File: src/inc/pfm_pkg.sv
/*
  Register map, field positions and carriers of the pad function mux.
  Assumes one aclk domain on the register side.
*/
`default_nettype none

package pfm_pkg;

  // ---------------------------------------------------------------------
  // bus and register map
  // ---------------------------------------------------------------------
  localparam int ADDR_W = 12;
  localparam int NREG = 7;
  localparam logic [2:0] IDX_P1 = 3'h0;
  localparam logic [2:0] IDX_P2 = 3'h1;
  localparam logic [2:0] IDX_P3 = 3'h2;
  localparam logic [2:0] IDX_P4 = 3'h3;
  localparam logic [2:0] IDX_ANA = 3'h4;
  localparam logic [2:0] IDX_MISC = 3'h5;
  localparam logic [2:0] IDX_STAT = 3'h6;
  localparam logic [1:0] RESP_OKAY = 2'h0;
  localparam logic [1:0] RESP_SLVERR = 2'h2;

  // writable bits and reset value of each control register
  localparam logic [5:0][31:0] WMASK = {
    32'h0003_FF33, 32'h0000_F7FF, 32'h0000_FFFF,
    32'hFFFF_FFFF, 32'h0000_FFFF, 32'h7F7F_7F7F};
  localparam logic [5:0][31:0] RSTVAL = {
    32'h0001_0000, 32'h0000_0000, 32'h0000_0000,
    32'h0000_0000, 32'h0000_0000, 32'h0000_0000};

  // ---------------------------------------------------------------------
  // field positions
  // ---------------------------------------------------------------------
  // wide ports (p1, p3): dir, function lo, function hi, output value
  localparam int W_DIR = 0;
  localparam int W_LO = 8;
  localparam int W_HI = 16;
  localparam int W_OUT = 24;
  // narrow ports (p2, p4)
  localparam int N_DIR = 0;
  localparam int N_LO = 4;
  localparam int N_HI = 8;
  localparam int N_OUT = 12;
  // analog register
  localparam int A_CHAN = 0;
  localparam int A_REGEN = 4;
  localparam int A_OUTEN = 8;
  localparam int A_REFEN = 9;
  localparam int A_A3SEL = 10;
  localparam int A_ATEST = 12;
  // misc register
  localparam int M_SUB36 = 0;
  localparam int M_SUB37 = 4;
  localparam int M_IBOFF = 8;
  localparam int M_JTAG = 16;
  localparam int M_SPI = 17;
  // status register
  localparam int S_P1 = 0;
  localparam int S_P2 = 8;
  localparam int S_P3 = 16;
  localparam int S_P4 = 24;
  localparam int S_PUMP = 28;
  localparam int S_JTAG = 29;

  // analog channel codes that claim pads
  localparam logic [3:0] CHAN_A2 = 4'h2;
  localparam logic [3:0] CHAN_A3A = 4'h3;

  // ---------------------------------------------------------------------
  // carriers
  // ---------------------------------------------------------------------
  typedef struct packed {
    logic [3:0] p4;
    logic [7:0] p3;
    logic [3:0] p2;
    logic [6:0] p1;
  } pfm_pads_t;

  // peripherals on the bus clock
  typedef struct packed {
    logic [2:0] t0_out;
    logic [2:0] t1_out;
    logic jtag_tdo;
    logic spi_cs;
    logic spi_sclk;
    logic spi_dout;
  } pfm_periph_t;

  // signals from other clocks or from analog circuits
  typedef struct packed {
    logic comparator_result;
    logic lcd_comp;
    logic low_freq_clock;
    logic high_freq_clock;
    logic subsystem_clock;
    logic aux_clock;
    logic main_clock;
    logic ext_clock;
    logic act_osc_1khz;
    logic lcd_pump_clock;
    logic lcd_frame_clock;
    logic brownout_indicator;
    logic activation_sense;
    logic battery_boost_pump_ok;
  } pfm_async_t;

  typedef struct packed {
    logic [3:0] regulator_connect;
    logic a2_connect;
    logic a3a_connect;
    logic aout_connect;
    logic a3b_connect;
    logic ref_connect;
    logic atest_connect;
  } pfm_analog_t;

  typedef struct packed {
    logic capture_input_two_a2;
    logic capture_input_two_a3;
    logic capture_input_one_a3;
    logic capture_input_two_a1;
    logic jtag_tck;
    logic jtag_tms;
    logic jtag_tdi;
    logic spi_din;
    logic peripheral_power_ok;
  } pfm_route_t;

endpackage

`default_nettype wire
File: src/hw/pfm_mux.sv
/*
  Pad function mux with AXI4-Lite control registers.
  Assumes pads and foreign clocks are asynchronous to aclk.
*/
`timescale 1ns/100ps
`default_nettype none

// Contract
// (RL1) code 00 is GPIO, others pick outputs; drive only on dir=1
// (RL2) regulator enable and dir=1 put 1 V on that pad
// (RL3) channel 2 connects port1 pad0 to analog input A2
// (RL4) port1 pad3: A3b on channel 2; reference out wins
// (RL5) TMS, TCK, TDI read 1 outside JTAG mode
// (RL6) JTAG mode overrides port 2 direction, select and output
// (RL7) after reset TCK, TMS, TDI are JTAG, pull-ups on
// (RL8) after reset TDO is JTAG, pull-up off
// (RL9) port2 pad3 dir=1 code 11 is TDO, port 2 goes JTAG
// (RL10) port3 pad4 feeds capture two A2 while its buffer is on
// (RL11) port3 pad5 feeds capture two A3 while its buffer is on
// (RL12) port3 pad6 always feeds capture one A3
// (RL13) port3 pad7 feeds capture two A1
// (RL14) port3 pad6 sub-select: timers, inverted timers, status
// (RL15) port3 pad7 code 11: pump, frame, fast and 1 kHz clocks
// (RL16) port3 pad7 sub 11: comparator on 01, inverted on 10
// (RL17) nonzero test select routes analog test out to port4 pad0
// (RL18) port4 pad3 code 11 drives 1 kHz oscillator
// (RL19) SPI boot, code 00: port4 carries cs, din, clk, dout
// (RL20) pump ok gates LCD pump clock and power-ok output

module pfm_mux (
  input wire logic aclk,
  input wire logic aresetn,
  // AXI4-Lite slave
  input wire logic [pfm_pkg::ADDR_W-1:0] s_axi_awaddr,
  input wire logic s_axi_awvalid,
  output logic s_axi_awready,
  input wire logic [31:0] s_axi_wdata,
  input wire logic [3:0] s_axi_wstrb,
  input wire logic s_axi_wvalid,
  output logic s_axi_wready,
  output logic [1:0] s_axi_bresp,
  output logic s_axi_bvalid,
  input wire logic s_axi_bready,
  input wire logic [pfm_pkg::ADDR_W-1:0] s_axi_araddr,
  input wire logic s_axi_arvalid,
  output logic s_axi_arready,
  output logic [31:0] s_axi_rdata,
  output logic [1:0] s_axi_rresp,
  output logic s_axi_rvalid,
  input wire logic s_axi_rready,
  // peripherals and analog
  input wire pfm_pkg::pfm_periph_t periph,
  input wire pfm_pkg::pfm_async_t async_in,
  output pfm_pkg::pfm_analog_t analog_sw,
  output pfm_pkg::pfm_route_t route,
  // pads
  input wire pfm_pkg::pfm_pads_t pad_in,
  output pfm_pkg::pfm_pads_t pad_out,
  output pfm_pkg::pfm_pads_t pad_oe,
  output logic [3:0] p2_pullup
);

  // ---------------------------------------------------------------------
  // register storage and bus slave
  // ---------------------------------------------------------------------
  logic [31:0] ctrl_r [0:pfm_pkg::NREG-2];
  logic [31:0] status_w;
  logic aw_got_r;
  logic w_got_r;
  logic [pfm_pkg::ADDR_W-1:0] awaddr_r;
  logic [31:0] wdata_r;
  logic [3:0] wstrb_r;
  logic wr_fire;
  logic [2:0] wr_idx;
  logic wr_bad;
  logic [2:0] rd_idx;
  logic rd_bad;

  assign s_axi_awready = !aw_got_r && !s_axi_bvalid;
  assign s_axi_wready = !w_got_r && !s_axi_bvalid;
  assign s_axi_arready = !s_axi_rvalid;
  assign wr_fire = aw_got_r && w_got_r && !s_axi_bvalid;
  assign wr_idx = awaddr_r[4:2];
  // the status word accepts writes silently; beyond it is unmapped
  assign wr_bad = (awaddr_r[pfm_pkg::ADDR_W-1:5] != '0) ||
                  (wr_idx > pfm_pkg::IDX_STAT);
  assign rd_idx = s_axi_araddr[4:2];
  assign rd_bad = (s_axi_araddr[pfm_pkg::ADDR_W-1:5] != '0) ||
                  (rd_idx > pfm_pkg::IDX_STAT);

  // address and data are taken in either order, response after both
  always_ff @(posedge aclk) begin
    if (!aresetn) begin
      aw_got_r <= 1'b0;
      w_got_r <= 1'b0;
      awaddr_r <= '0;
      wdata_r <= 32'h0000_0000;
      wstrb_r <= 4'h0;
    end else begin
      if (s_axi_awvalid && s_axi_awready) begin
        aw_got_r <= 1'b1;
        awaddr_r <= s_axi_awaddr;
      end else if (wr_fire) begin
        aw_got_r <= 1'b0;
      end
      if (s_axi_wvalid && s_axi_wready) begin
        w_got_r <= 1'b1;
        wdata_r <= s_axi_wdata;
        wstrb_r <= s_axi_wstrb;
      end else if (wr_fire) begin
        w_got_r <= 1'b0;
      end
    end
  end

  // write response
  always_ff @(posedge aclk) begin
    if (!aresetn) begin
      s_axi_bvalid <= 1'b0;
      s_axi_bresp <= pfm_pkg::RESP_OKAY;
    end else if (wr_fire) begin
      s_axi_bvalid <= 1'b1;
      s_axi_bresp <= wr_bad ? pfm_pkg::RESP_SLVERR : pfm_pkg::RESP_OKAY;
    end else if (s_axi_bready) begin
      s_axi_bvalid <= 1'b0;
    end
  end

  // control registers, byte strobes and writable masks per word
  genvar gr;
  generate
    for (gr = 0; gr < pfm_pkg::NREG - 1; gr++) begin : g_reg
      logic [31:0] lane_m;
      assign lane_m = {{8{wstrb_r[3]}}, {8{wstrb_r[2]}},
                       {8{wstrb_r[1]}}, {8{wstrb_r[0]}}} &
                      pfm_pkg::WMASK[gr];
      always_ff @(posedge aclk) begin
        if (!aresetn) begin
          ctrl_r[gr] <= pfm_pkg::RSTVAL[gr]; // RL7 RL8
        end else if (wr_fire && !wr_bad && wr_idx == 3'(gr)) begin
          ctrl_r[gr] <= (ctrl_r[gr] & ~lane_m) | (wdata_r & lane_m);
        end
      end
    end
  endgenerate

  // read channel; data held until rready
  always_ff @(posedge aclk) begin
    if (!aresetn) begin
      s_axi_rvalid <= 1'b0;
      s_axi_rdata <= 32'h0000_0000;
      s_axi_rresp <= pfm_pkg::RESP_OKAY;
    end else if (s_axi_arvalid && s_axi_arready) begin
      s_axi_rvalid <= 1'b1;
      s_axi_rresp <= rd_bad ? pfm_pkg::RESP_SLVERR : pfm_pkg::RESP_OKAY;
      if (rd_bad) begin
        s_axi_rdata <= 32'h0000_0000;
      end else if (rd_idx == pfm_pkg::IDX_STAT) begin
        s_axi_rdata <= status_w;
      end else begin
        s_axi_rdata <= ctrl_r[rd_idx];
      end
    end else if (s_axi_rready) begin
      s_axi_rvalid <= 1'b0;
    end
  end

  // ---------------------------------------------------------------------
  // field decode
  // ---------------------------------------------------------------------
  logic [6:0] dir1, lo1, hi1, out1;
  logic [3:0] dir2, lo2, hi2, out2, dir4, lo4, hi4, out4;
  logic [7:0] dir3, lo3, hi3, out3, in_buf_off;
  logic [3:0] analog_channel_select, regulator_pad_enable, ana_test_sel;
  logic analog_out_enable, reference_out_enable, a3_source_select;
  logic [1:0] pad36_sub_select, pad37_sub_select;
  logic jtag_mode_bit, spi_boot;

  logic [31:0] c1, c2, c3, c4, ca, cm;
  assign c1 = ctrl_r[pfm_pkg::IDX_P1];
  assign c2 = ctrl_r[pfm_pkg::IDX_P2];
  assign c3 = ctrl_r[pfm_pkg::IDX_P3];
  assign c4 = ctrl_r[pfm_pkg::IDX_P4];
  assign ca = ctrl_r[pfm_pkg::IDX_ANA];
  assign cm = ctrl_r[pfm_pkg::IDX_MISC];
  assign dir1 = c1[pfm_pkg::W_DIR +: 7];
  assign lo1 = c1[pfm_pkg::W_LO +: 7];
  assign hi1 = c1[pfm_pkg::W_HI +: 7];
  assign out1 = c1[pfm_pkg::W_OUT +: 7];
  assign dir2 = c2[pfm_pkg::N_DIR +: 4];
  assign lo2 = c2[pfm_pkg::N_LO +: 4];
  assign hi2 = c2[pfm_pkg::N_HI +: 4];
  assign out2 = c2[pfm_pkg::N_OUT +: 4];
  assign dir3 = c3[pfm_pkg::W_DIR +: 8];
  assign lo3 = c3[pfm_pkg::W_LO +: 8];
  assign hi3 = c3[pfm_pkg::W_HI +: 8];
  assign out3 = c3[pfm_pkg::W_OUT +: 8];
  assign dir4 = c4[pfm_pkg::N_DIR +: 4];
  assign lo4 = c4[pfm_pkg::N_LO +: 4];
  assign hi4 = c4[pfm_pkg::N_HI +: 4];
  assign out4 = c4[pfm_pkg::N_OUT +: 4];
  assign analog_channel_select = ca[pfm_pkg::A_CHAN +: 4];
  assign regulator_pad_enable = ca[pfm_pkg::A_REGEN +: 4];
  assign analog_out_enable = ca[pfm_pkg::A_OUTEN];
  assign reference_out_enable = ca[pfm_pkg::A_REFEN];
  assign a3_source_select = ca[pfm_pkg::A_A3SEL];
  assign ana_test_sel = ca[pfm_pkg::A_ATEST +: 4];
  assign pad36_sub_select = cm[pfm_pkg::M_SUB36 +: 2];
  assign pad37_sub_select = cm[pfm_pkg::M_SUB37 +: 2];
  assign in_buf_off = cm[pfm_pkg::M_IBOFF +: 8];
  assign jtag_mode_bit = cm[pfm_pkg::M_JTAG];
  assign spi_boot = cm[pfm_pkg::M_SPI];

  // ---------------------------------------------------------------------
  // input synchronisers
  // ---------------------------------------------------------------------
  pfm_pkg::pfm_pads_t pad_meta_r, pad_sync_r;
  pfm_pkg::pfm_async_t asy_meta_r, a;

  // pads and foreign signals cross in two stages before any use
  always_ff @(posedge aclk) begin
    if (!aresetn) begin
      pad_meta_r <= '0;
      pad_sync_r <= '0;
      asy_meta_r <= '0;
      a <= '0;
    end else begin
      pad_meta_r <= pad_in;
      pad_sync_r <= pad_meta_r;
      asy_meta_r <= async_in;
      a <= asy_meta_r;
    end
  end

  logic jtag_active;
  logic pump_ok;
  assign pump_ok = a.battery_boost_pump_ok;
  // TDO configuration alone switches the whole port into JTAG
  assign jtag_active = jtag_mode_bit ||
                       (dir2[3] && hi2[3] && lo2[3]); // RL9

  assign status_w = {2'b00, jtag_active, pump_ok, pad_sync_r.p4,
                     pad_sync_r.p3, 4'h0, pad_sync_r.p2, 1'b0,
                     pad_sync_r.p1};

  // ---------------------------------------------------------------------
  // pad function selection
  // ---------------------------------------------------------------------
  // one ordinary pad: 00 is GPIO, otherwise the alternate, driven on dir
  function automatic logic [1:0] pick(input logic dir,
                                      input logic [1:0] s,
                                      input logic gpio,
                                      input logic [3:1] alt);
    logic o;
    o = (s == 2'b00) ? gpio : alt[s];
    return {dir, o}; // RL1
  endfunction

  logic [3:0] tsel;
  logic [3:1] alt1 [0:6];
  logic [3:1] alt2 [0:3];
  logic [3:1] alt3 [0:7];
  logic [3:1] alt4 [0:3];
  pfm_pkg::pfm_pads_t out_nxt, oe_nxt;
  pfm_pkg::pfm_analog_t ana_nxt;
  logic [3:0] pull_nxt;
  logic t36, t37;
  logic [3:0] spi_v;

  // alternate function tables per pad
  always_comb begin
    tsel = {periph.t1_out[1], periph.t0_out};
    t36 = tsel[pad36_sub_select];
    t37 = (pad37_sub_select == 2'b11) ? a.lcd_comp :
          periph.t0_out[pad37_sub_select];
    for (int i = 0; i < 7; i++) begin
      alt1[i] = {periph.t0_out[1], periph.t1_out[2], periph.t0_out[2]};
    end
    alt1[3] = {periph.t0_out[2], periph.t1_out[1], periph.t0_out[2]};
    alt1[6] = {periph.t1_out[1], periph.t1_out[2], periph.t0_out[2]};
    alt2[0] = {a.comparator_result, periph.t1_out[2], periph.t1_out[1]};
    alt2[1] = {periph.t0_out[2], periph.t0_out[1], a.ext_clock};
    alt2[2] = {a.comparator_result, periph.t1_out[0], a.high_freq_clock};
    alt2[3] = {periph.jtag_tdo, periph.t0_out[2], a.low_freq_clock};
    for (int i = 0; i < 6; i++) begin
      alt3[i] = {periph.t1_out[0], periph.t1_out[1], periph.t0_out[1]};
    end
    case (pad36_sub_select) // RL14
      2'b00: alt3[6][3] = a.brownout_indicator;
      2'b01: alt3[6][3] = a.activation_sense;
      2'b10: alt3[6][3] = a.low_freq_clock;
      default: alt3[6][3] = pump_ok;
    endcase
    alt3[6][2:1] = {~t36, t36}; // RL14
    case (pad37_sub_select) // RL15
      2'b00: alt3[7][3] = a.lcd_pump_clock && pump_ok; // RL20
      2'b01: alt3[7][3] = a.lcd_frame_clock;
      2'b10: alt3[7][3] = a.high_freq_clock;
      default: alt3[7][3] = a.act_osc_1khz;
    endcase
    alt3[7][2:1] = {~t37, t37}; // RL16
    alt4[0] = {a.aux_clock, periph.t1_out[2], periph.t0_out[2]};
    alt4[1] = {a.subsystem_clock, periph.t1_out[2], periph.t0_out[2]};
    alt4[2] = {a.main_clock, periph.t1_out[2], periph.t0_out[2]};
    alt4[3] = {a.act_osc_1khz, periph.t1_out[2], periph.t0_out[2]};
  end

  // pad drive with overrides, later assignments take priority
  always_comb begin
    out_nxt = '0;
    oe_nxt = '0;
    ana_nxt = '0;
    pull_nxt = 4'h0;
    spi_v = {periph.spi_dout, periph.spi_sclk, 1'b0, periph.spi_cs};
    for (int i = 0; i < 7; i++) begin
      {oe_nxt.p1[i], out_nxt.p1[i]} =
        pick(dir1[i], {hi1[i], lo1[i]}, out1[i], alt1[i]);
    end
    for (int i = 0; i < 4; i++) begin
      {oe_nxt.p2[i], out_nxt.p2[i]} =
        pick(dir2[i], {hi2[i], lo2[i]}, out2[i], alt2[i]);
      {oe_nxt.p4[i], out_nxt.p4[i]} =
        pick(dir4[i], {hi4[i], lo4[i]}, out4[i], alt4[i]);
    end
    for (int i = 0; i < 8; i++) begin
      {oe_nxt.p3[i], out_nxt.p3[i]} =
        pick(dir3[i], {hi3[i], lo3[i]}, out3[i], alt3[i]);
    end
    // on-chip clock to port4 pads 1 to 3 needs no direction
    for (int i = 1; i < 4; i++) begin
      if (hi4[i] && lo4[i]) begin
        oe_nxt.p4[i] = 1'b1; // RL18
      end
    end
    // bootstrap loader owns port 4 pads whose selects are 00; pad 1 is din
    for (int i = 0; i < 4; i++) begin
      if (spi_boot && !hi4[i] && !lo4[i]) begin
        oe_nxt.p4[i] = (i != 1); // RL19
        out_nxt.p4[i] = spi_v[i]; // RL19
      end
    end
    if (ana_test_sel != 4'h0) begin
      ana_nxt.atest_connect = 1'b1; // RL17
      oe_nxt.p4[0] = 1'b0; // RL17
    end
    // analog switches release the digital driver
    if (analog_channel_select == pfm_pkg::CHAN_A2) begin
      ana_nxt.a2_connect = 1'b1; // RL3
      oe_nxt.p1[0] = 1'b0; // RL3
    end
    if (analog_out_enable && !a3_source_select && dir1[2]) begin
      ana_nxt.aout_connect = 1'b1;
      oe_nxt.p1[2] = 1'b0;
    end else if (analog_channel_select == pfm_pkg::CHAN_A3A &&
                 !analog_out_enable && !a3_source_select) begin
      ana_nxt.a3a_connect = 1'b1;
      oe_nxt.p1[2] = 1'b0;
    end
    if (reference_out_enable) begin
      ana_nxt.ref_connect = 1'b1; // RL4
      oe_nxt.p1[3] = 1'b0; // RL4
    end else if (analog_channel_select == pfm_pkg::CHAN_A2 &&
                 !a3_source_select) begin
      ana_nxt.a3b_connect = 1'b1; // RL4
      oe_nxt.p1[3] = 1'b0; // RL4
    end
    // regulator beats every other setting of its pads
    ana_nxt.regulator_connect =
      regulator_pad_enable & {dir3[3], dir1[4], dir1[1], dir1[0]}; // RL2
    ana_nxt.a2_connect = ana_nxt.a2_connect &&
      !ana_nxt.regulator_connect[0]; // RL2
    {oe_nxt.p3[3], oe_nxt.p1[4], oe_nxt.p1[1], oe_nxt.p1[0]} =
      {oe_nxt.p3[3], oe_nxt.p1[4], oe_nxt.p1[1], oe_nxt.p1[0]} &
      ~ana_nxt.regulator_connect; // RL2
    // JTAG owns port 2: inputs on pads 0 to 2, TDO out on pad 3
    if (jtag_active) begin
      oe_nxt.p2 = 4'b1000; // RL6
      out_nxt.p2 = {periph.jtag_tdo, 3'b000}; // RL6
      pull_nxt = 4'b0111; // RL7 RL8
    end
  end

  // ---------------------------------------------------------------------
  // registered outputs
  // ---------------------------------------------------------------------
  pfm_pkg::pfm_route_t route_nxt;

  // input routing; the JTAG inputs idle high outside JTAG mode
  always_comb begin
    route_nxt.capture_input_two_a2 =
      pad_sync_r.p3[4] && !in_buf_off[4]; // RL10
    route_nxt.capture_input_two_a3 =
      pad_sync_r.p3[5] && !in_buf_off[5]; // RL11
    route_nxt.capture_input_one_a3 = pad_sync_r.p3[6]; // RL12
    route_nxt.capture_input_two_a1 = pad_sync_r.p3[7]; // RL13
    route_nxt.jtag_tck = jtag_active ? pad_sync_r.p2[0] : 1'b1; // RL5
    route_nxt.jtag_tms = jtag_active ? pad_sync_r.p2[1] : 1'b1; // RL5
    route_nxt.jtag_tdi = jtag_active ? pad_sync_r.p2[2] : 1'b1; // RL5
    route_nxt.spi_din = spi_boot && pad_sync_r.p4[1]; // RL19
    route_nxt.peripheral_power_ok = pump_ok; // RL20
  end

  // one flop stage keeps pad and switch changes glitch free
  always_ff @(posedge aclk) begin
    if (!aresetn) begin
      pad_out <= '0;
      pad_oe <= '0;
      analog_sw <= '0;
      p2_pullup <= 4'b0111; // RL7 RL8
      route <= 9'h01C; // RL5
    end else begin
      pad_out <= out_nxt;
      pad_oe <= oe_nxt;
      analog_sw <= ana_nxt;
      p2_pullup <= pull_nxt;
      route <= route_nxt;
    end
  end

endmodule

`default_nettype wire

File: config.mk
export PLATFORM = sky130hd
export DESIGN_NAME = pfm_mux
export DESIGN_NICKNAME = d
export VERILOG_FILES = /design/src/inc/pfm_pkg.sv /design/src/hw/pfm_mux.sv
export SDC_FILE = /design/constraint.sdc
export NUM_CORES = 1
export LEC_CHECK = 0
export ABC_AREA = 1
export ABC_CLOCK_PERIOD_IN_PS = 2700
export BUFFER_PORTS_ARGS = -buffer_cell sky130_fd_sc_hd__buf_2
export CAP_MARGIN = 15
export CORE_ASPECT_RATIO = 2
export CORE_MARGIN = 8
export CORE_UTILIZATION = 25
export CTS_CLUSTER_DIAMETER = 100
export DETAILED_ROUTE_END_ITERATION = 6
export HOLD_SLACK_MARGIN = 0.05
export MAX_ROUTING_LAYER = met4
export PLACE_DENSITY = 0.43
export SLEW_MARGIN = 15
export SYNTH_ARGS = -nofsm -noshare
export SYNTH_HDL_FRONTEND = slang
export SYNTH_SLANG_ARGS = --single-unit
File: constraint.sdc
create_clock -name aclk -period 2.7 [get_ports aclk]
set_clock_uncertainty 0.2 [all_clocks]
set_input_delay 0.54 -clock aclk [delete_from_list [all_inputs] [get_ports aclk]]
set_output_delay 0.54 -clock aclk [all_outputs]
set_load 0.1 [all_outputs]
==> results of run 1 <==
## worst register-to-register path: cells and delay by family (launching register included)
| family | cells | cell delay, ps |
|---|---|---|
| buffers and inverters | 2 | 290 |
| AND/OR/NAND/NOR | 6 | 720 |
| AO/OA/AOI/OAI | 1 | 120 |
| flip-flops | 1 | 410 |
## cell usage in the layout (no fill, tap or decap), drive strengths merged
cell           n
nand4          4
mux2           1
o211ai         3
clkinv        14
edfxtp       121
inv          227
nand3b         1
clkbuf        50
o21a           1
a21oi        222
a221oi        11
a22oi          4
and3           1
dfxtp        224
o21ai         83
bufinv         4
o2111ai        1
nor4           2
mux2i          1
diode          2
a211oi         4
nand3         85
buf          262
nor2         287
or2            5
a21o           1
conb           3
nand2        390
dlygate4sd3   52
nor3          11
and2           2
## metal layers
metal  vias up  part of all wire
met5         -                 0
met4         0             0.019
met3        60             0.064
met2       435              0.46
met1      5788              0.45
li1       6228                 -
## repair_timing
item | CTS | global route
hold buffers | 52 | 0
hold endpoints to repair | 52 | 0
endpoints found under the setup margin | 0 | 0
## power by group through the flow
stage / registers (mW) / clock network (mW) / logic (mW)
2_1_floorplan: 6.16 / 0 / 0.724
3_3_place_gp: 5.88 / 0 / 1.53
3_5_place_dp: 5.88 / 0 / 1.54
4_1_cts: 5.77 / 5.68 / 1.60
5_1_grt: 5.79 / 5.87 / 1.72
6_report: 5.77 / 5.53 / 1.58
## layout make-up
type,instances,area share
diodes,2,0.000272
inverters,228,0.0465
clock inverters,17,0.0105
repair buffers,314,0.110
well taps,762,0.0518
multi-input cells,1123,0.279
flip-flops and latches,345,0.441
clock buffers,50,0.0609
## registers in the layout, indices dropped and copies added (netlist names)
name and count:
a 13, analog_sw 10, asy_meta_r 14, aw_got_r 1
awaddr_r 10, ctrl_r 121, p2_pullup 1, pad_meta_r 23
pad_oe 23, pad_out 23, pad_sync_r 23, pump_ok 1
route 9, s_axi_bresp 1, s_axi_bvalid 1, s_axi_rdata 32
s_axi_rresp 1, s_axi_rvalid 1, w_got_r 1, wdata_r 32
wstrb_r 4
## how the worst min path moves through the flow
| stage | from | to | slack [ps] | cells after the start |
|---|---|---|---|---|
| global placement | asy_meta_r[0]$_SDFF_PN0_ | pump_ok$_SDFF_PN0_ | 190 | 2 |
| detailed placement | asy_meta_r[11]$_SDFF_PN0_ | a[11]$_SDFF_PN0_ | 200 | 2 |
| CTS | s_axi_wdata[15] | wdata_r[15]$_SDFFE_PN0P_ | 50 | 3 |
| finish | s_axi_bready | s_axi_bvalid$_SDFFE_PN0P_ | 70 | 4 |
| global route | s_axi_awaddr[6] | awaddr_r[6]$_SDFFE_PN0P_ | 70 | 3 |
| floorplan | asy_meta_r[10]$_SDFF_PN0_ | a[10]$_SDFF_PN0_ | 190 | 2 |
## cells by family after synthesis
logic type	Yosys count	share of synthesized area
buffers and inverters	321	0.0869
other	1	0.000259
DFF	345	0.560
muxes	2	0.00147
AOI/OAI and AO/OA	330	0.120
and+or+nand+nor	788	0.232
## metrics by stage
step / total power [mW] / setup TNS, ps / setup slack (ps)
global route: 13.4 / 0 / 351
detailed placement: 7.42 / 0 / 429
CTS: 13.1 / 0 / 384
global placement: 7.41 / 0 / 463
finish: 12.9 / 0 / 422
floorplan: 6.88 / -220 / -55.1
==> impl_metrics.csv, run 1 <==
group,metric,value,unit
run_status,status,"finished clean",
critical_path,path_class,"reg -> out",
drt,wl_per_cell,18.7,um
clock_network,cts.clk_slew.worst_paths,60,ps
final_layout,post-route-util,0.319,
final_layout,fin_cells,2841,
critical_path,rr_endpoint,"ctrl_r[0][25]$_SDFFCE_PN0P_",
sta,max_freq,439,MHz
floorplan,initial_core_util,0.251,
yosys,synth_seq_area_share,0.560,
pwr,power_frac_comb,0.123,
pwr,ir_drop,0.596,mV
yosys,ys_warn_count,0,
sta,finalCritPeriodShare,0.844,
clock_network,clockRootBuffer,"clkbuf_16",
yosys,synth_top_cell_by_area,"dfxtp_1",
grt,overflow,0,
critical_path,critPathBufInv,1,
yosys,mappedNetlistArea,14500,um2
grt,grt_pass1_wl,77700,um
yosys,synthCells,1787,
final_layout,drive_above_1_share,0.179,
placement,placement.io_buffers,216,
grt,grtUsageTotal,0.161,
grt,grt_util_met1,0.212,
clock_network,clkLatencyLatePin,550,ps
placement,dpl.cell_count,2720,
yosys,avgSynthCellArea,8.11,um2
pwr,power_density,699,nW/um2
drt,drt_first_pass_iters,5,
critical_path,crit_required,1960,ps
critical_path,cp.depth,2,
yosys,synth_edf_count,121,
critical_path,startpoint_type,"flop",
floorplan,core.rowCount,125,
critical_path,critPathMaxStageDelay,450,ps
yosys,ys_ff_latch,345,
yosys,synthArstFlopShare,0,
critical_path,crit_family,"buffers and inverters",
clock_network,cts_repair_resize_count,0,
pwr,clock_power_share,0.429,
floorplan,io_pins,224,
drt,drcViolationCount,0,
sta,finalCriticalPeriod,2280,ps
grt,grt_max_degree,107,
grt,use_met3,0.0238,
final_layout,fin_nets,2163,
clock_network,clockBufferDepth,3,
grt,antenna_found_initial,1,
yosys,synth_flop_cell,"dfxtp_1",
critical_path,rrSetupSlack,600,ps
clock_network,cts_buffers,37,
critical_path,crit_path_end,"s_axi_awready",
clock_network,clkSinkCount,345,
grt,top_usage_layer,"met2",
floorplan,core_region_area,57700,um2
yosys,synth_top_area_share,0.309,
critical_path,crit_start,"s_axi_bvalid$_SDFFE_PN0P_",
drt,drtIter0Drc,748,
placement,dpl-instance-area,16600,um2
final_layout,area_growth,27.0,%
critical_path,path_max_fanout,5,
clock_network,htreeDepth,2,
min_path,hold_path.class,"in -> reg",
final_layout,fillers,6286,
job,drv_cap,0,
critical_path,path_cells,"nor2_2 -> buf_2",
drt,antenna_left,0,
sta,setup_viol,0,
floorplan,die_w,186,um
pwr,p_sw,3.54,mW
drt,vias,12500,
sta,slew_headroom,0.484,
yosys,synth.area.top_cells,"dfxtp_1 31%, edfxtp_1 25%, nand2_1 10%, a21oi_1 7.6%, nor2_1 6.8%",
sta,finalHoldViolCount,0,
grt,use_met2,0.255,
sta,whs,67.2,ps
sta,slew_viol_final,0,
pwr,p_sw_frac,0.275,
pwr,seqPwrFrac,0.448,
drt,drt_wl_total,53000,um
pwr,intPower,9.34,mW
placement,globalplace.congestion,0.871,
sta,tightestPinTransition,774,ps
critical_path,endpoint_kind,"output pin",
critical_path,critical_path_arrival,1540,ps
sta,rsz0062_at_grt,"false",
yosys,ys_types,41,
placement,dpl.hpwl,38700,um
final_layout,seq_area,8120,um2
critical_path,slowest_stage,"buf_2",
grt,grt_pass1_vias,12200,
yosys,netlist_top_cells_count,"388 x nand2_1, 262 x nor2_1, 224 x dfxtp_1, 222 x inv_1, 221 x a21oi_1",
floorplan,dieHeight,357,um
pwr,p_leak,8.55,nW
drt,viasPerCell,4.40,
clock_network,cts_setup_buffers,0,
floorplan,die_area,66400,um2
critical_path,r2r_start,"w_got_r$_SDFFE_PN0P_",
clock_network,tritoncts,"built",
yosys,synth.most_common_cell,"nand2_1",
final_layout,final_area,18400,um2
final_layout,multiInputGateArea,5140,um2
critical_path,reg2reg_depth,9,
Power figures use the tool's default switching activity.
==> inputs of run 2 (changes only) <==
--- a/config.mk
+++ b/config.mk
@@ -5,8 +5,8 @@
 export SDC_FILE = /design/constraint.sdc
 export NUM_CORES = 1
 export LEC_CHECK = 0
-export ABC_AREA = 1
-export ABC_CLOCK_PERIOD_IN_PS = 2700
+export ABC_AREA = 0
+export ABC_CLOCK_PERIOD_IN_PS = 2000
 export BUFFER_PORTS_ARGS = -buffer_cell sky130_fd_sc_hd__buf_2
 export CAP_MARGIN = 15
 export CORE_ASPECT_RATIO = 2
==> constraint.sdc (replaced) <==
create_clock -name aclk -period 2 [get_ports aclk]
set_clock_uncertainty 0.2 [all_clocks]
set_input_delay 0.4 -clock aclk [delete_from_list [all_inputs] [get_ports aclk]]
set_output_delay 0.4 -clock aclk [all_outputs]
set_load 0.1 [all_outputs]
==> run 2 against run 1 <==
The run now ends with negative setup slack left. Clock power rose by 26%. Global-route usage rose by 0.84 points. Via count is 9.7% lower. Wire length is 2.9% higher. Highest routed layer unchanged.
==> impl_metrics.csv, run 2 <==
group,metric,value,unit
final_layout,seq_area,8130,um2
sta,tightestPinTransition,564,ps
placement,globalplace.congestion,0.877,
floorplan,die_w,184,um
drt,drt_wl_total,54600,um
drt,vias,11300,
critical_path,startpoint_type,"flop",
floorplan,initial_core_util,0.252,
job,drv_cap,0,
yosys,synth.area.top_cells,"dfxtp_1 32%, edfxtp_1 26%, nand2b_1 5.9%, nand2_1 4.8%, and2_1 4.7%",
yosys,synth_mux_area_frac,0.0762,
grt,antenna_found_initial,2,
critical_path,path_class,"reg -> reg",
floorplan,die_area,64800,um2
placement,dpl.hpwl,40600,um
clock_network,cts.clk_slew.worst_paths,60,ps
yosys,synth_seq_area_share,0.575,
yosys,synth_fa_ha_area_frac,0,
yosys,netlist_top_cells_count,"224 x dfxtp_1, 182 x nand2_1, 132 x nand2b_1, 125 x a21oi_1, 121 x edfxtp_1",
yosys,synth_top_family_by_area,"simple AND/OR/NAND/NOR gates",
pwr,power_density,848,nW/um2
clock_network,clockBufferDepth,3,
grt,grtUsageTotal,0.169,
floorplan,io_pins,224,
sta,fin_ws,-278,ps
final_layout,area_growth,41.1,%
sta,setup_viol,242,
critical_path,critical_path_arrival,2330,ps
yosys,synthSimpleGateAreaFrac,0.195,
clock_network,tritoncts,"built",
yosys,ys_warn_count,0,
clock_network,clkLatencyLatePin,560,ps
critical_path,path_cells,"or4_4 -> nor3_4 -> nand2b_4 -> buf_6 -> o21ai_4 -> buf_12",
run_status,status,"complete, but fails checks",
final_layout,final_cell_mix,"221 x dfxtp_1, 201 x buf_2, 180 x nand2_1, 129 x nand2b_1, 121 x edfxtp_1",
clock_network,clockRootBuffer,"clkbuf_16",
pwr,power_frac_comb,0.129,
yosys,synthArstFlopShare,0,
sta,rsz0062_at_grt,"true",
critical_path,reg2reg_depth,6,
pwr,seqPwrFrac,0.460,
min_path,hold_path.class,"in -> reg",
drt,drt_first_pass_iters,5,
placement,placement.io_buffers,216,
critical_path,rrSetupSlack,-280,ps
yosys,ys_ff_latch,345,
final_layout,final_area,19900,um2
floorplan,core.rowCount,123,
pwr,p_sw,4.51,mW
drt,drcViolationCount,0,
sta,slew_viol_final,0,
yosys,synth_edf_count,121,
drt,drtIter0Drc,612,
sta,finalHoldViolCount,0,
final_layout,drive_above_1_share,0.315,
final_layout,fillers,5841,
pwr,p_sw_frac,0.267,
yosys,avgSynthCellArea,10.5,um2
final_layout,largest_register,"ctrl_r",
sta,max_freq,439,MHz
yosys,synth_compound_area_frac,0.125,
pwr,clock_power_share,0.412,
yosys,ys_types,50,
drt,wl_per_cell,21.8,um
pwr,p_leak,8.01,nW
clock_network,cts_buffers,36,
sta,slew_headroom,0.623,
yosys,mappedNetlistArea,14100,um2
grt,grt_pass1_vias,11900,
critical_path,crit_path_end,"ctrl_r[2][24]$_SDFFCE_PN0P_",
final_layout,fin_nets,1842,
critical_path,critPathMaxStageDelay,560,ps
yosys,synth_top_cell_by_area,"dfxtp_1",
drt,viasPerCell,4.51,
yosys,synth.most_common_cell,"dfxtp_1",
placement,dpl-instance-area,17000,um2
critical_path,crit_start,"awaddr_r[8]$_SDFFE_PN0P_",
yosys,synthCells,1338,
final_layout,reg.largest.list,"ctrl_r x121, s_axi_rdata x32, wdata_r x32",
yosys,synth_flop_cell,"dfxtp_1",
run_status,violations,"negative setup slack",
sta,setup_tns,-51290,ps
critical_path,slowest_stage,"or4_4",
pwr,ir_drop,0.514,mV
sta,finalCritPeriodShare,1.14,
critical_path,crit_required,2050,ps
final_layout,multiInputGateArea,6070,um2
floorplan,dieHeight,352,um
grt,overflow,0,
clock_network,clkSinkCount,345,
critical_path,path_max_fanout,24,
critical_path,r2r_start,"awaddr_r[8]$_SDFFE_PN0P_",
final_layout,final_common_cell,"dfxtp_1",
floorplan,core_region_area,56000,um2
pwr,intPower,12.4,mW
yosys,synth_top_area_share,0.318,
drt,antenna_left,0,
critical_path,rr_endpoint,"ctrl_r[2][24]$_SDFFCE_PN0P_",
grt,grt_max_degree,90,
sta,finalCriticalPeriod,2280,ps
critical_path,endpoint_kind,"flop",
yosys,synth_xor_area_frac,0,
grt,grt_pass1_wl,79100,um
final_layout,largest_reg_flops,121,
clock_network,htreeDepth,2,
-- run 2: changes by cell type in the layout (fill, tap and decap cells not counted), sizes merged, moves of 37 or more --
| cell | change |
|---|---|
| nor2 | -247 |
| a21oi | -97 |
| dlygate4sd3 | +37 |
| nand2 | -208 |
| a21boi | +53 |
| nand3 | -77 |
| inv | -216 |
| and2 | +104 |
| buf | +81 |
| nand2b | +132 |
-- run 2: cell families after synthesis --
group,count (synthesis)
simple gates,527
flops,345
compound gates,292
buf+inv,100
mux,73
other cells,1
-- run 2: how the worst min path moves through the flow --
stage	startpoint	cells after the start	slack, ps	endpoint
global route	aresetn	3	120	p2_pullup[1]$_SDFF_PN1_
detailed placement	pad_meta_r[13]$_SDFF_PN0_	1	220	pad_sync_r[13]$_SDFF_PN0_
CTS	aresetn	3	100	p2_pullup[1]$_SDFF_PN1_
global placement	pad_meta_r[18]$_SDFF_PN0_	1	220	pad_sync_r[18]$_SDFF_PN0_
floorplan	pad_sync_r[16]$_SDFF_PN0_	2	210	route[7]$_SDFF_PN0_
finish	aresetn	3	120	p2_pullup[1]$_SDFF_PN1_
-- run 2: power by group through the flow --
stage / Combinational, mW / Clock [mW] / Sequential (mW)
after floorplan: 0.816 / 0 / 8.23
after global placement: 1.93 / 0 / 7.92
after detailed placement: 1.93 / 0 / 7.92
after CTS: 2.15 / 7.21 / 7.77
after global routing: 2.32 / 7.44 / 7.80
final: 2.17 / 6.95 / 7.76
-- run 2: per-stage QoR --
stage / worst slack (ps) / utilization / std cells / hold WS [ps] / power [mW]
after floorplan: -610 / - / 1340 / 206 / 9.05
after global placement: -424 / 0.303 / 2331 / 215 / 9.85
after detailed placement: -411 / 0.303 / 2331 / 219 / 9.85
after CTS: -335 / 0.347 / 2499 / 95.5 / 17.1
after global routing: -358 / 0.355 / 2506 / 119 / 17.6
final: -278 / 0.355 / 2507 / 117 / 16.9
-- run 2: repair_timing --
item / in CTS / in global routing
setup endpoints to repair: 248 / 255
hold buffers: 89 / 0
gates resized for setup: 44 / 83
buffers inserted: 8 / 3
pin swaps: 5 / 7
gates cloned: 5 / 5
hold endpoints to repair: 88 / 0
-- run 2: cell type report --
cell class	instances	area share
sequential	345	0.408
multi-input combinational	895	0.305
timing repair buffer	442	0.177
clock buffer	55	0.0558
tap	750	0.0471
clock inverter	11	0.00490
inverter	8	0.00151
antenna	1	0.000126
-- run 2: critical path, delay by kind of cell, from the launching register on --
kind                   cells  cell delay, ps
AO/OA/AOI/OAI              1             170
buffers and inverters      2             360
flip-flops                 1             310
AND/OR/NAND/NOR            3             910
-- run 2: layer usage --
| layer | GRT usage | share of wire | vias up |
|---|---|---|---|
| met4 | 0.0922 | 0.060 | 0 |
| li1 | - | - | 5418 |
| met5 | - | 0 | - |
| met2 | 0.298 | 0.52 | 383 |
| met1 | 0.177 | 0.37 | 5392 |
| met3 | 0.0259 | 0.049 | 106 |
==> inputs of run 3 (changes only) <==
--- a/config.mk
+++ b/config.mk
@@ -11,12 +11,12 @@
 export CAP_MARGIN = 15
 export CORE_ASPECT_RATIO = 2
 export CORE_MARGIN = 8
-export CORE_UTILIZATION = 25
+export CORE_UTILIZATION = 50
 export CTS_CLUSTER_DIAMETER = 100
 export DETAILED_ROUTE_END_ITERATION = 6
 export HOLD_SLACK_MARGIN = 0.05
 export MAX_ROUTING_LAYER = met4
-export PLACE_DENSITY = 0.43
+export PLACE_DENSITY = 0.75
 export SLEW_MARGIN = 15
 export SYNTH_ARGS = -nofsm -noshare
 export SYNTH_HDL_FRONTEND = slang
==> run 3 against run 2 <==
The run still ends with negative setup slack left. Die area is 47% lower. Global-route usage is 8.4 points higher. Total power down 6.0%. Non-clock buffer count fell by 48. Critical path depth up 2. Sequential cell count unchanged. Core utilization is 32 points higher. Largest cell class unchanged. Highest routed layer unchanged.
==> impl_metrics.csv, run 3 (synthesis results as in run 2) <==
group,metric,value,unit
clock_network,clkLatencyLatePin,570,ps
sta,slew_viol_final,0,
min_path,hold_end,"s_axi_rdata[23]$_SDFFE_PN0P_",
grt,grtUsageTotal,0.253,
clock_network,tritoncts,"built",
pwr,p_sw,4.07,mW
placement,placement.io_buffers,216,
drt,drt_first_pass_iters,5,
floorplan,die_w,135,um
run_status,violations,"negative setup slack",
final_layout,reg.largest.list,"ctrl_r x121, s_axi_rdata x32, wdata_r x32",
floorplan,initial_core_util,0.504,
drt,wl_per_cell,21.5,um
grt,overflow,0,
sta,slew_headroom,0.595,
floorplan,core_region_area,28000,um2
critical_path,r2r_start,"awaddr_r[5]$_SDFFE_PN0P_",
placement,dpl.hpwl,29200,um
critical_path,path_class,"reg -> reg",
critical_path,endpoint_kind,"flop",
drt,drtIter0Drc,847,
grt,grt_pass1_wl,65800,um
clock_network,cts_buffers,30,
clock_network,clockBufferDepth,3,
critical_path,critical_path_arrival,2540,ps
pwr,intPower,11.8,mW
sta,max_freq,431,MHz
pwr,finalPower,15.9,mW
clock_network,htreeDepth,1,
critical_path,critPathMaxStageDelay,550,ps
grt,grt_max_degree,63,
placement,dpl.cell_count,1886,
min_path,hold_depth,4,
critical_path,critical_path.most_common_cell,"buf_6",
final_layout,area_growth,34.2,%
grt,antenna_found_initial,2,
drt,viasPerCell,5.55,
pwr,clock_power_share,0.385,
placement,dpl-instance-area,16100,um2
critical_path,rr_endpoint,"ctrl_r[4][15]$_SDFFCE_PN0P_",
drt,vias,11400,
floorplan,dieHeight,254,um
drt,drt_wl_total,44300,um
sta,finalCriticalPeriod,2320,ps
floorplan,io_pins,224,
final_layout,final_area,18900,um2
critical_path,rrSetupSlack,-320,ps
floorplan,core.rowCount,87,
critical_path,slowest_stage,"or4_4",
min_path,holdCritStartpoint,"s_axi_araddr[3]",
final_layout,final_common_cell,"dfxtp_1",
sta,finalCritPeriodShare,1.16,
critical_path,reg2reg_depth,8,
final_layout,drive_above_1_share,0.299,
final_layout,largest_reg_flops,121,
critical_path,crit_required,2220,ps
sta,finalHoldViolCount,0,
final_layout,fin_cells,2056,
sta,setup_viol,242,
sta,tightestPinTransition,607,ps
pwr,power_frac_comb,0.128,
final_layout,largest_register,"ctrl_r",
pwr,p_sw_frac,0.256,
critical_path,startpoint_type,"flop",
drt,antenna_left,0,
clock_network,clkSinkCount,345,
pwr,ir_drop,1.02,mV
final_layout,final_cell_mix,"221 x dfxtp_1, 206 x buf_2, 179 x nand2_1, 130 x nand2b_1, 121 x edfxtp_1",
grt,grt_pass1_vias,11500,
clock_network,clockRootBuffer,"clkbuf_16",
drt,drcViolationCount,0,
sta,whs,127,ps
critical_path,path_max_fanout,8,
pwr,seqPwrFrac,0.488,
sta,rsz0062_at_grt,"true",
pwr,p_leak,7.76,nW
floorplan,die_area,34200,um2
sta,fin_ws,-323,ps
placement,globalplace.congestion,0.894,
pwr,power_density,838,nW/um2
min_path,hold_path.class,"in -> reg",
final_layout,fin_nets,1788,
run_status,status,"complete, but fails checks",
clock_network,cts.clk_slew.worst_paths,70,ps
job,drv_cap,0,
critical_path,path_cells,"or4_4 -> nor3_4 -> buf_4 -> buf_6 -> buf_6 -> nand4_1 -> buf_6 -> a21oi_2",
run 3: cell types whose count changed in the layout (fill, tap and decap cells not counted), sizes merged:
cell / before / now
clkinv: 5 / 11
clkinvlp: 2 / 0
buf: 343 / 294
diode: 1 / 2
inv: 11 / 9
clkbuf: 65 / 54
run 3: area by class of cell:
| class | instances | area [um2] |
|---|---|---|
| diodes | 2 | 5.00 |
| fillers | 2010 | 9040 |
| inverters | 8 | 30.0 |
| well taps | 356 | 445 |
| repair buffers | 394 | 3180 |
| clock inverters | 13 | 95.1 |
| multi-input cells | 895 | 6090 |
| flip-flops and latches | 345 | 8130 |
| clock buffers | 43 | 968 |
run 3: what timing repair did:
action	4_1_cts	5_1_grt
gates resized for setup	45	97
gates cloned	4	7
hold endpoints to repair	88	0
endpoints found under the setup margin	209	256
setup buffers	9	4
hold buffers	89	0
pin swaps	3	1
run 3: metrics by stage:
stage / util / worst slack (ps) / setup TNS [ps]
3_5_place_dp: 0.575 / -377 / -34050
6_report: 0.677 / -323 / -50030
4_1_cts: 0.658 / -271 / -41760
5_1_grt: 0.677 / -360 / -63820
3_3_place_gp: 0.575 / -349 / -24660
2_1_floorplan: - / -610 / -82100
run 3: power by group through the flow:
stage | clock (mW) | combinational (mW) | sequential (mW)
2_1_floorplan | 0 | 0.816 | 8.23
3_3_place_gp | 0 | 1.71 | 7.88
3_5_place_dp | 0 | 1.74 | 7.89
4_1_cts | 6.18 | 1.96 | 7.74
5_1_grt | 6.43 | 2.14 | 7.77
6_report | 6.10 | 2.03 | 7.75
run 3: layer usage:
layer	share of wire	wire length, um	GRT usage	vias to the layer above
met5	0	0	-	-
met4	0.039	1710	0.100	0
met3	0.074	3290	0.0362	100
met2	0.50	22200	0.423	527
met1	0.39	17100	0.300	5469
li1	-	-	-	5311
run 3: worst max-delay path: cells and delay by family, from the launching register on:
family | cells | cell delay [ps]
simple gates | 3 | 950
buf+inv | 4 | 570
flops | 1 | 320
compound gates | 1 | 120
run 3: worst max path at each step:
stage,startpoint,end,slack [ps],depth (start not counted)
final,awaddr_r[5]$_SDFFE_PN0P_,ctrl_r[4][15]$_SDFFCE_PN0P_,-320,8
after global routing,awaddr_r[5]$_SDFFE_PN0P_,ctrl_r[4][9]$_SDFFCE_PN0P_,-360,8
after CTS,awaddr_r[5]$_SDFFE_PN0P_,ctrl_r[0][27]$_SDFFCE_PN0P_,-270,5
after detailed placement,s_axi_araddr[8],s_axi_rdata[31]$_SDFFE_PN0P_,-380,6
after global placement,s_axi_araddr[8],s_axi_rdata[31]$_SDFFE_PN0P_,-350,6
after floorplan,awaddr_r[5]$_SDFFE_PN0P_,ctrl_r[0][0]$_SDFFCE_PN0P_,-610,4
